`src/t2cr_params.svh`:
```
// Register offsets, field positions and reset values of the timer-2 block.
`ifndef T2CR_PARAMS_SVH
`define T2CR_PARAMS_SVH
`define T2CR_AW            12
`define T2CR_ADDR_STATUS   12'h411
`define T2CR_ADDR_CTRL     12'h418
`define T2CR_ADDR_MODE     12'h419
`define T2CR_ADDR_CNT_LO   12'h458
`define T2CR_ADDR_CNT_HI   12'h459
`define T2CR_ADDR_CAP_LO   12'h45a
`define T2CR_ADDR_CAP_HI   12'h45b
`define T2CR_CTRL_RESET    8'h00
`define T2CR_CTRL_OVF      7
`define T2CR_CTRL_TRG      6
`define T2CR_CTRL_RX0      5
`define T2CR_CTRL_TX0      4
`define T2CR_CTRL_EXEN     3
`define T2CR_CTRL_RUN      2
`define T2CR_CTRL_CTS      1
`define T2CR_CTRL_CPRL     0
`define T2CR_MODE_RX1      5
`define T2CR_MODE_TX1      4
`define T2CR_MODE_DOWN_COUNT_ENABLE     0
`define T2CR_STAT_T1OE     2
`define T2CR_STAT_T0OE     0
`define T2CR_CNT_MAX       16'hffff
`endif

```
`src/t2cr_pkg.sv`:
```
// Types shared by the timer-2 block.
package t2cr_pkg;
	typedef enum logic [1:0] {
		T2CR_STOP    = 2'b00,
		T2CR_RELOAD  = 2'b01,
		T2CR_CAPTURE = 2'b11,
		T2CR_BAUD    = 2'b10
	} t2cr_mode_t;
endpackage

```
`src/t2cr_top.sv`:
```
// Timer 2 with capture, auto-reload and baud-rate modes, plus timer 0/1 toggle pins.
`timescale 1ns/1ps
`include "t2cr_params.svh"
module t2cr_top
	import t2cr_pkg::*;
#(
	parameter int NU = 2
) (
	input  wire logic                 clock_i,
	input  wire logic                 rstn_i,
	input  wire logic [`T2CR_AW-1:0]  addr_i,
	input  wire logic [7:0]           wdata_i,
	input  wire logic                 wr_i,
	input  wire logic                 rd_i,
	output logic      [7:0]           rdata_o,
	input  wire logic                 tick_i,
	input  wire logic                 count_pin_i,
	input  wire logic                 trigger_pin_i,
	input  wire logic                 t1_ovf_i,
	input  wire logic [1:0]           tmr01_ovf_i,
	input  wire logic [1:0]           port_latch_i,
	output logic      [1:0]           tmr01_pin_o,
	output logic                      irq_req_o,
	output logic      [NU-1:0]        uart_tx_baud_o,
	output logic      [NU-1:0]        uart_rx_baud_o
);
	// ---------------------------------------------------------------
	// Register state.
	// ---------------------------------------------------------------
	logic          ovf_flag_r;
	logic          trg_flag_r;
	logic          trg_en_r;
	logic          run_r;
	logic          cts_r;
	logic          cprl_r;
	logic          down_count_enable_r;
	logic [NU-1:0] rx_sel_r;
	logic [NU-1:0] tx_sel_r;
	logic [1:0]    oe_sel_r;
	logic [15:0]   cnt_r;
	logic [15:0]   cap_r;
	logic [7:0]    rdata_r;
	logic          irq_r;
	logic [NU-1:0] tx_baud_r;
	logic [NU-1:0] rx_baud_r;

	// ---------------------------------------------------------------
	// Decode of bus strobes, mode and count events.
	// ---------------------------------------------------------------
	t2cr_mode_t mode;
	logic [1:0] falls;
	logic       wr_ctrl;
	logic       wr_lo;
	logic       wr_hi;
	logic       cnt_wr;
	logic       baud;
	logic       dcmode;
	logic       src;
	logic       step;
	logic       up;
	logic       ovf;
	logic       unf;
	logic       ext_ev;

	t2cr_fall #(
		.W(2)
	) u_fall (
		.clock_i(clock_i),
		.rstn_i (rstn_i),
		.pin_i  ({trigger_pin_i, count_pin_i}),
		.fall_o (falls)
	);

	assign wr_ctrl = wr_i && (addr_i == `T2CR_ADDR_CTRL);
	assign wr_lo   = wr_i && (addr_i == `T2CR_ADDR_CNT_LO);
	assign wr_hi   = wr_i && (addr_i == `T2CR_ADDR_CNT_HI);
	assign cnt_wr  = wr_lo || wr_hi;
	assign baud    = |{rx_sel_r, tx_sel_r};

	// Stop outranks every other mode, baud outranks capture.
	always_comb begin
		if (!run_r) begin
			mode = T2CR_STOP;
		end else if (baud) begin
			mode = T2CR_BAUD;
		end else if (cprl_r) begin
			mode = T2CR_CAPTURE;
		end else begin
			mode = T2CR_RELOAD;
		end
	end

	assign dcmode = (mode == T2CR_RELOAD) && down_count_enable_r;
	// Baud mode ignores the counter select so the bit rate stays exact.
	assign src    = (cts_r && !baud) ? falls[0] : tick_i;
	assign step   = (mode != T2CR_STOP) && src;
	assign up     = !dcmode || trigger_pin_i;
	assign ovf    = step && up && (cnt_r == `T2CR_CNT_MAX);
	assign unf    = step && !up && (cnt_r == cap_r);
	// In down-count mode the trigger pin is the direction, not an event.
	assign ext_ev = falls[1] && trg_en_r && !dcmode &&
	                ((mode == T2CR_CAPTURE) || (mode == T2CR_RELOAD));

	// ---------------------------------------------------------------
	// Control bits; hardware flag events win over a same-cycle write.
	// ---------------------------------------------------------------
	always_ff @(posedge clock_i or negedge rstn_i) begin
		if (!rstn_i) begin
			{trg_en_r, run_r, cts_r, cprl_r} <= 4'h0;
			rx_sel_r <= '0;
			tx_sel_r <= '0;
			down_count_enable_r   <= 1'b0;
			oe_sel_r <= 2'h0;
		end else if (wr_i) begin
			if (addr_i == `T2CR_ADDR_CTRL) begin
				trg_en_r    <= wdata_i[`T2CR_CTRL_EXEN];
				run_r       <= wdata_i[`T2CR_CTRL_RUN];
				cts_r       <= wdata_i[`T2CR_CTRL_CTS];
				cprl_r      <= wdata_i[`T2CR_CTRL_CPRL];
				rx_sel_r[0] <= wdata_i[`T2CR_CTRL_RX0];
				tx_sel_r[0] <= wdata_i[`T2CR_CTRL_TX0];
			end
			if (addr_i == `T2CR_ADDR_MODE) begin
				rx_sel_r[NU-1] <= wdata_i[`T2CR_MODE_RX1];
				tx_sel_r[NU-1] <= wdata_i[`T2CR_MODE_TX1];
				down_count_enable_r         <= wdata_i[`T2CR_MODE_DOWN_COUNT_ENABLE];
			end
			if (addr_i == `T2CR_ADDR_STATUS) begin
				oe_sel_r <= {wdata_i[`T2CR_STAT_T1OE], wdata_i[`T2CR_STAT_T0OE]};
			end
		end
	end

	// Overflow flag: sticky, cleared only by a software write of zero.
	always_ff @(posedge clock_i or negedge rstn_i) begin
		if (!rstn_i) begin
			ovf_flag_r <= 1'b0;
		end else if ((ovf || unf) && (mode != T2CR_BAUD)) begin
			ovf_flag_r <= 1'b1;
		end else if (wr_ctrl) begin
			ovf_flag_r <= wdata_i[`T2CR_CTRL_OVF];
		end
	end

	// Trigger flag: set by pin events, or a 17th count bit when counting both ways.
	always_ff @(posedge clock_i or negedge rstn_i) begin
		if (!rstn_i) begin
			trg_flag_r <= 1'b0;
		end else if (dcmode && (ovf || unf)) begin
			trg_flag_r <= ~trg_flag_r;
		end else if (ext_ev) begin
			trg_flag_r <= 1'b1;
		end else if (wr_ctrl) begin
			trg_flag_r <= wdata_i[`T2CR_CTRL_TRG];
		end
	end

	// ---------------------------------------------------------------
	// Count and capture/reload pair. A software write to the count
	// beats a hardware step in the same cycle.
	// ---------------------------------------------------------------
	always_ff @(posedge clock_i or negedge rstn_i) begin
		if (!rstn_i) begin
			cnt_r <= 16'h0000;
		end else if (cnt_wr) begin
			if (wr_lo) begin
				cnt_r[7:0] <= wdata_i;
			end else begin
				cnt_r[15:8] <= wdata_i;
			end
		end else if (ext_ev && (mode == T2CR_RELOAD)) begin
			cnt_r <= cap_r;
		end else if (ovf) begin
			cnt_r <= (mode == T2CR_CAPTURE) ? 16'h0000 : cap_r;
		end else if (unf) begin
			cnt_r <= `T2CR_CNT_MAX;
		end else if (step) begin
			cnt_r <= up ? cnt_r + 16'h0001 : cnt_r - 16'h0001;
		end
	end

	// Capture wins over a same-cycle software write so no event is lost.
	always_ff @(posedge clock_i or negedge rstn_i) begin
		if (!rstn_i) begin
			cap_r <= 16'h0000;
		end else if (ext_ev && (mode == T2CR_CAPTURE)) begin
			cap_r <= cnt_r;
		end else if (wr_i && (addr_i == `T2CR_ADDR_CAP_LO)) begin
			cap_r[7:0] <= wdata_i;
		end else if (wr_i && (addr_i == `T2CR_ADDR_CAP_HI)) begin
			cap_r[15:8] <= wdata_i;
		end
	end

	// ---------------------------------------------------------------
	// Interrupt request and UART baud routing.
	// ---------------------------------------------------------------
	always_ff @(posedge clock_i or negedge rstn_i) begin
		if (!rstn_i) begin
			irq_r <= 1'b0;
		end else begin
			irq_r <= ovf_flag_r || (trg_flag_r && !dcmode);
		end
	end

	for (genvar u = 0; u < NU; u++) begin : g_uart
		always_ff @(posedge clock_i or negedge rstn_i) begin
			if (!rstn_i) begin
				tx_baud_r[u] <= 1'b0;
				rx_baud_r[u] <= 1'b0;
			end else begin
				tx_baud_r[u] <= tx_sel_r[u] ? ovf : t1_ovf_i;
				rx_baud_r[u] <= rx_sel_r[u] ? ovf : t1_ovf_i;
			end
		end
	end

	// ---------------------------------------------------------------
	// Read port: data stand only in the cycle after the strobe.
	// ---------------------------------------------------------------
	always_ff @(posedge clock_i or negedge rstn_i) begin
		if (!rstn_i) begin
			rdata_r <= 8'h00;
		end else if (!rd_i) begin
			rdata_r <= 8'h00;
		end else begin
			unique case (addr_i)
				`T2CR_ADDR_CTRL: rdata_r <= {ovf_flag_r, trg_flag_r, rx_sel_r[0], tx_sel_r[0],
				                             trg_en_r, run_r, cts_r, cprl_r};
				`T2CR_ADDR_MODE: rdata_r <= {2'h0, rx_sel_r[NU-1], tx_sel_r[NU-1], 3'h0, down_count_enable_r};
				`T2CR_ADDR_STATUS: rdata_r <= {5'h00, oe_sel_r[1], 1'b0, oe_sel_r[0]};
				`T2CR_ADDR_CNT_LO: rdata_r <= cnt_r[7:0];
				`T2CR_ADDR_CNT_HI: rdata_r <= cnt_r[15:8];
				`T2CR_ADDR_CAP_LO: rdata_r <= cap_r[7:0];
				`T2CR_ADDR_CAP_HI: rdata_r <= cap_r[15:8];
				default: rdata_r <= 8'h00;
			endcase
		end
	end

	// The toggle pins double as the timer 0/1 count inputs outside.
	t2cr_toggle #(
		.N(2)
	) u_tog (
		.clock_i(clock_i),
		.rstn_i (rstn_i),
		.ovf_i  (tmr01_ovf_i),
		.sel_i  (oe_sel_r),
		.latch_i(port_latch_i),
		.pin_o  (tmr01_pin_o)
	);

	assign rdata_o        = rdata_r;
	assign irq_req_o      = irq_r;
	assign uart_tx_baud_o = tx_baud_r;
	assign uart_rx_baud_o = rx_baud_r;
endmodule

```
`src/t2cr_fall.sv`:
```
// Falling-edge detector for a group of synchronous pins.
`timescale 1ns/1ps
module t2cr_fall #(
	parameter int W = 2
) (
	input  wire logic         clock_i,
	input  wire logic         rstn_i,
	input  wire logic [W-1:0] pin_i,
	output logic      [W-1:0] fall_o
);
	logic [W-1:0] prev_r;

	// Previous level resets high so a pin that is low at release counts as a falling edge.
	always_ff @(posedge clock_i or negedge rstn_i) begin
		if (!rstn_i) begin
			prev_r <= '1;
		end else begin
			prev_r <= pin_i;
		end
	end

	assign fall_o = prev_r & ~pin_i;
endmodule

```
`src/t2cr_toggle.sv`:
```
// Overflow toggle outputs of timers 0 and 1 with per-timer pin select.
`timescale 1ns/1ps
module t2cr_toggle #(
	parameter int N = 2
) (
	input  wire logic         clock_i,
	input  wire logic         rstn_i,
	input  wire logic [N-1:0] ovf_i,
	input  wire logic [N-1:0] sel_i,
	input  wire logic [N-1:0] latch_i,
	output logic      [N-1:0] pin_o
);
	logic [N-1:0] tog_r;

	// ---------------------------------------------------------------
	// One toggle flop and one pin flop per timer.
	// ---------------------------------------------------------------
	for (genvar i = 0; i < N; i++) begin : g_tog
		always_ff @(posedge clock_i or negedge rstn_i) begin
			if (!rstn_i) begin
				tog_r[i] <= 1'b0;
			end else if (ovf_i[i]) begin
				tog_r[i] <= ~tog_r[i];
			end
		end

		always_ff @(posedge clock_i or negedge rstn_i) begin
			if (!rstn_i) begin
				pin_o[i] <= 1'b1;
			end else begin
				pin_o[i] <= sel_i[i] ? tog_r[i] : latch_i[i];
			end
		end
	end
endmodule

```
`config.mk`:
```
export PLATFORM = sky130hd
export DESIGN_NAME = t2cr_top
export DESIGN_NICKNAME = d
export VERILOG_FILES = /design/src/t2cr_pkg.sv /design/src/t2cr_top.sv /design/src/t2cr_fall.sv /design/src/t2cr_toggle.sv
export VERILOG_INCLUDE_DIRS = /design/src
export SDC_FILE = /design/constraint.sdc
export NUM_CORES = 1
export LEC_CHECK = 0
export BUFFER_PORTS_ARGS = -buffer_cell sky130_fd_sc_hd__buf_2
export CAP_MARGIN = 15
export CELL_PAD_IN_SITES_DETAIL_PLACEMENT = 0
export CELL_PAD_IN_SITES_GLOBAL_PLACEMENT = 1
export CORE_MARGIN = 1.5
export CORE_UTILIZATION = 30
export DETAILED_ROUTE_END_ITERATION = 10
export PLACE_DENSITY = 0.58
export SYNTH_ARGS = -nofsm -noshare
export SYNTH_HDL_FRONTEND = slang
export SYNTH_SLANG_ARGS = --single-unit
```
`constraint.sdc`:
```
create_clock -name clock_i -period 5.6 [get_ports clock_i]
set_input_delay 0.28 -clock clock_i [delete_from_list [all_inputs] [get_ports clock_i]]
set_output_delay 0.28 -clock clock_i [all_outputs]
set_load 0.1 [all_outputs]
```
==> metrics <==
flops & latches, synth 64; WS Path Type register to register; CP startpoint kind register; die span in y 125 um; GR Util met3 4.08%; Worst-path clk slew 60 ps; Seq/Total Area, Yosys 36.1%; Clock Tree Root clkbuf_16; clk_skew 7.20 ps; Max IR drop VDD 145 uV; CTS tree yes; most common cell in the synthesized netlist dfrtp_1; Global Route Usage Sum 22.7%; postcts setup bufs 0; Post-Synthesis Cell Area 4450 um2; worst slew pin tran 1180 ps; Crit. End Element register; Place WS 1660 ps; drc violations 0; IO buf count 46; setup tns final 0 ps; Layout area overhead 15.5%; Wirelength per Cell 23.9 um; min-delay worst type input port to register; largest net degree at the start of global routing 65; Post-Synthesis Cells 511; Ys Warns 0; CP max FO 11; Reg area 1610 um2; Yosys top cell area share 33.7%; status finished, final reports clean; Final setup viols 0; detailed placer's ending HPWL 12.2 mm; fmax 251 MHz; H-tree Lvls 3; Leak Pwr 2.16 nW; final RePlAce weighted congestion 0.869; Avg Vias per Cell 6.00; Core Box Area 14500 um2; syn nets 544; fin nets 568; post_cts resized 0; antenna violations before repair 0; initial core utilization 30.6%; Post-synth top flop dfrtp_1; Critical Path AT 4270 ps; GR Overflow Total 0; vias in the first global route 4309; CP Data Required Time 5880 ps; first-pass iteration count of the detailed router 8; layout cells sized above 1 20.0%; min cycle time layout 3990 ps; met1 Usage GRT 30.9%; Unique masters post-synth 67; Final Hold Fails 0; Power Density 255 nW/um2; Final WS setup 1610 ps; unrepaired setup endpoints after global routing no; worst-case clock buffer depth 2; Post-synth EDFFs 0; routing usage on met2 34.5%; global-route wire length before repair 26.6 mm; die area 15600 um2; cell taking the most area after synthesis dfrtp_1; total clock sinks 64; Most Crowded Layer GR met2; DIE WIDTH 125 um; max_slew headroom 20.5%; synth top area cells dfrtp_1 34%, a21oi_1 6.3%, mux2_2 5.8%; multi-input combinational cell area 2690 um2; I/O pin count 47; maximum capacitance violations 0; top post-synthesis cells by count 60 x dfrtp_1, 56 x a21oi_1, 42 x nor2_1, 38 x nand2_1, 29 x clkbuf_1; Fillers 1570; Avg Cell Area, Syn 8.71 um2; via count 4346; number of buffers created by CTS 9; FP Rows 44; final wirelength 17.3 mm; Final period util 71.3%; max-slew violations 0; # diodes 0; Async SR Flop Fraction 100%; drt initial violations 468; Skew-Pair Late Insertion Delay 350 ps; CTS Hold Bufs 0; post-route ant nets 0
-- metrics by stage --
stage / utilization, % / power (mW) / area [um2] / hold slack [ps] / cells
floorplan: - / 0.590 / 4450 / -15.6 / 511
global placement: 33.0 / 0.650 / 4790 / 395 / 708
detailed placement: 33.0 / 0.651 / 4790 / 400 / 708
CTS: 35.4 / 1.32 / 5140 / 42.2 / 724
global route: 35.4 / 1.35 / 5140 / 39.7 / 724
finish: 35.4 / 1.31 / 5140 / 47.1 / 724
-- cell usage in the layout, fill, tap and decap left out, types with 9 or more instances in the layout --
cell type  count
dfrtp_1       60
a21oi_1       56
buf_2         46
nor2_1        42
nand2_1       38
xnor2_1       25
mux2_2        23
mux2i_1       22
nand3_1       20
o21ai_0       17
nand4_1       14
nor4_1        12
nor3_1        10
clkbuf_16      9
-- report_power, final --
group | leakage (nW) | internal [mW] | switching (mW)
Sequential | 0.859 | 0.481 | 0.0380
Clock | 0.166 | 0.435 | 0.230
Combinational | 1.14 | 0.0428 | 0.0827
-- layout make-up --
type | count | share of cell area (%)
Clock buffer | 9 | 4.38
Clock inverter | 7 | 2.34
Inverter | 3 | 0.219
Multi-Input combinational cell | 407 | 52.3
Sequential cell | 64 | 31.3
Tap cell | 184 | 4.48
Timing Repair Buffer | 50 | 5.06
-- cells by family after synthesis --
| logic type | synth area share [%] |
|---|---|
| xor gates and xnor gates | 5.71 |
| AOI/OAI and AO/OA | 19.8 |
| buffers and inverters | 3.57 |
| adders and majority gates | 0.281 |
| DFF | 36.1 |
| and+or+nand+nor | 23.8 |
| muxes | 10.8 |
-- routing by layer --
layer	vias up	wire length [um]	share of wire, %
li1	1970	-	-
met1	2116	7360	43
met2	207	7840	45
met3	53	1290	7.5
met4	0	774	4.5
met5	-	0	0
-- path summary, 6_finish.rpt --
check	slack, ps	endpoint	from	cells past startpoint
max reg2reg	1610	cnt_r[6]	rx_sel_r[0]	10
min in group asynchronous	140	cap_r[7]	rstn_i	2
max in group asynchronous	4870	irq_req_o	rstn_i	2
max	1610	cnt_r[6]	rx_sel_r[0]	10
min	50	u_fall.prev_r[0]	count_pin_i	1
min reg2reg	460	u_tog.tog_r[1]	u_tog.tog_r[1]	1
-- worst max-delay path, cell delays in order, from the launching register on --
cell and delay (ps):
dfrtp_1 440, nor4_2 730, nand2_1 490, xnor2_1 240
ha_1 250, or4_1 460, or4_4 490, o22ai_2 190
xnor2_1 80, or4b_1 470, nand3_1 80
Note: power is estimated with default switching activity, not from simulation.
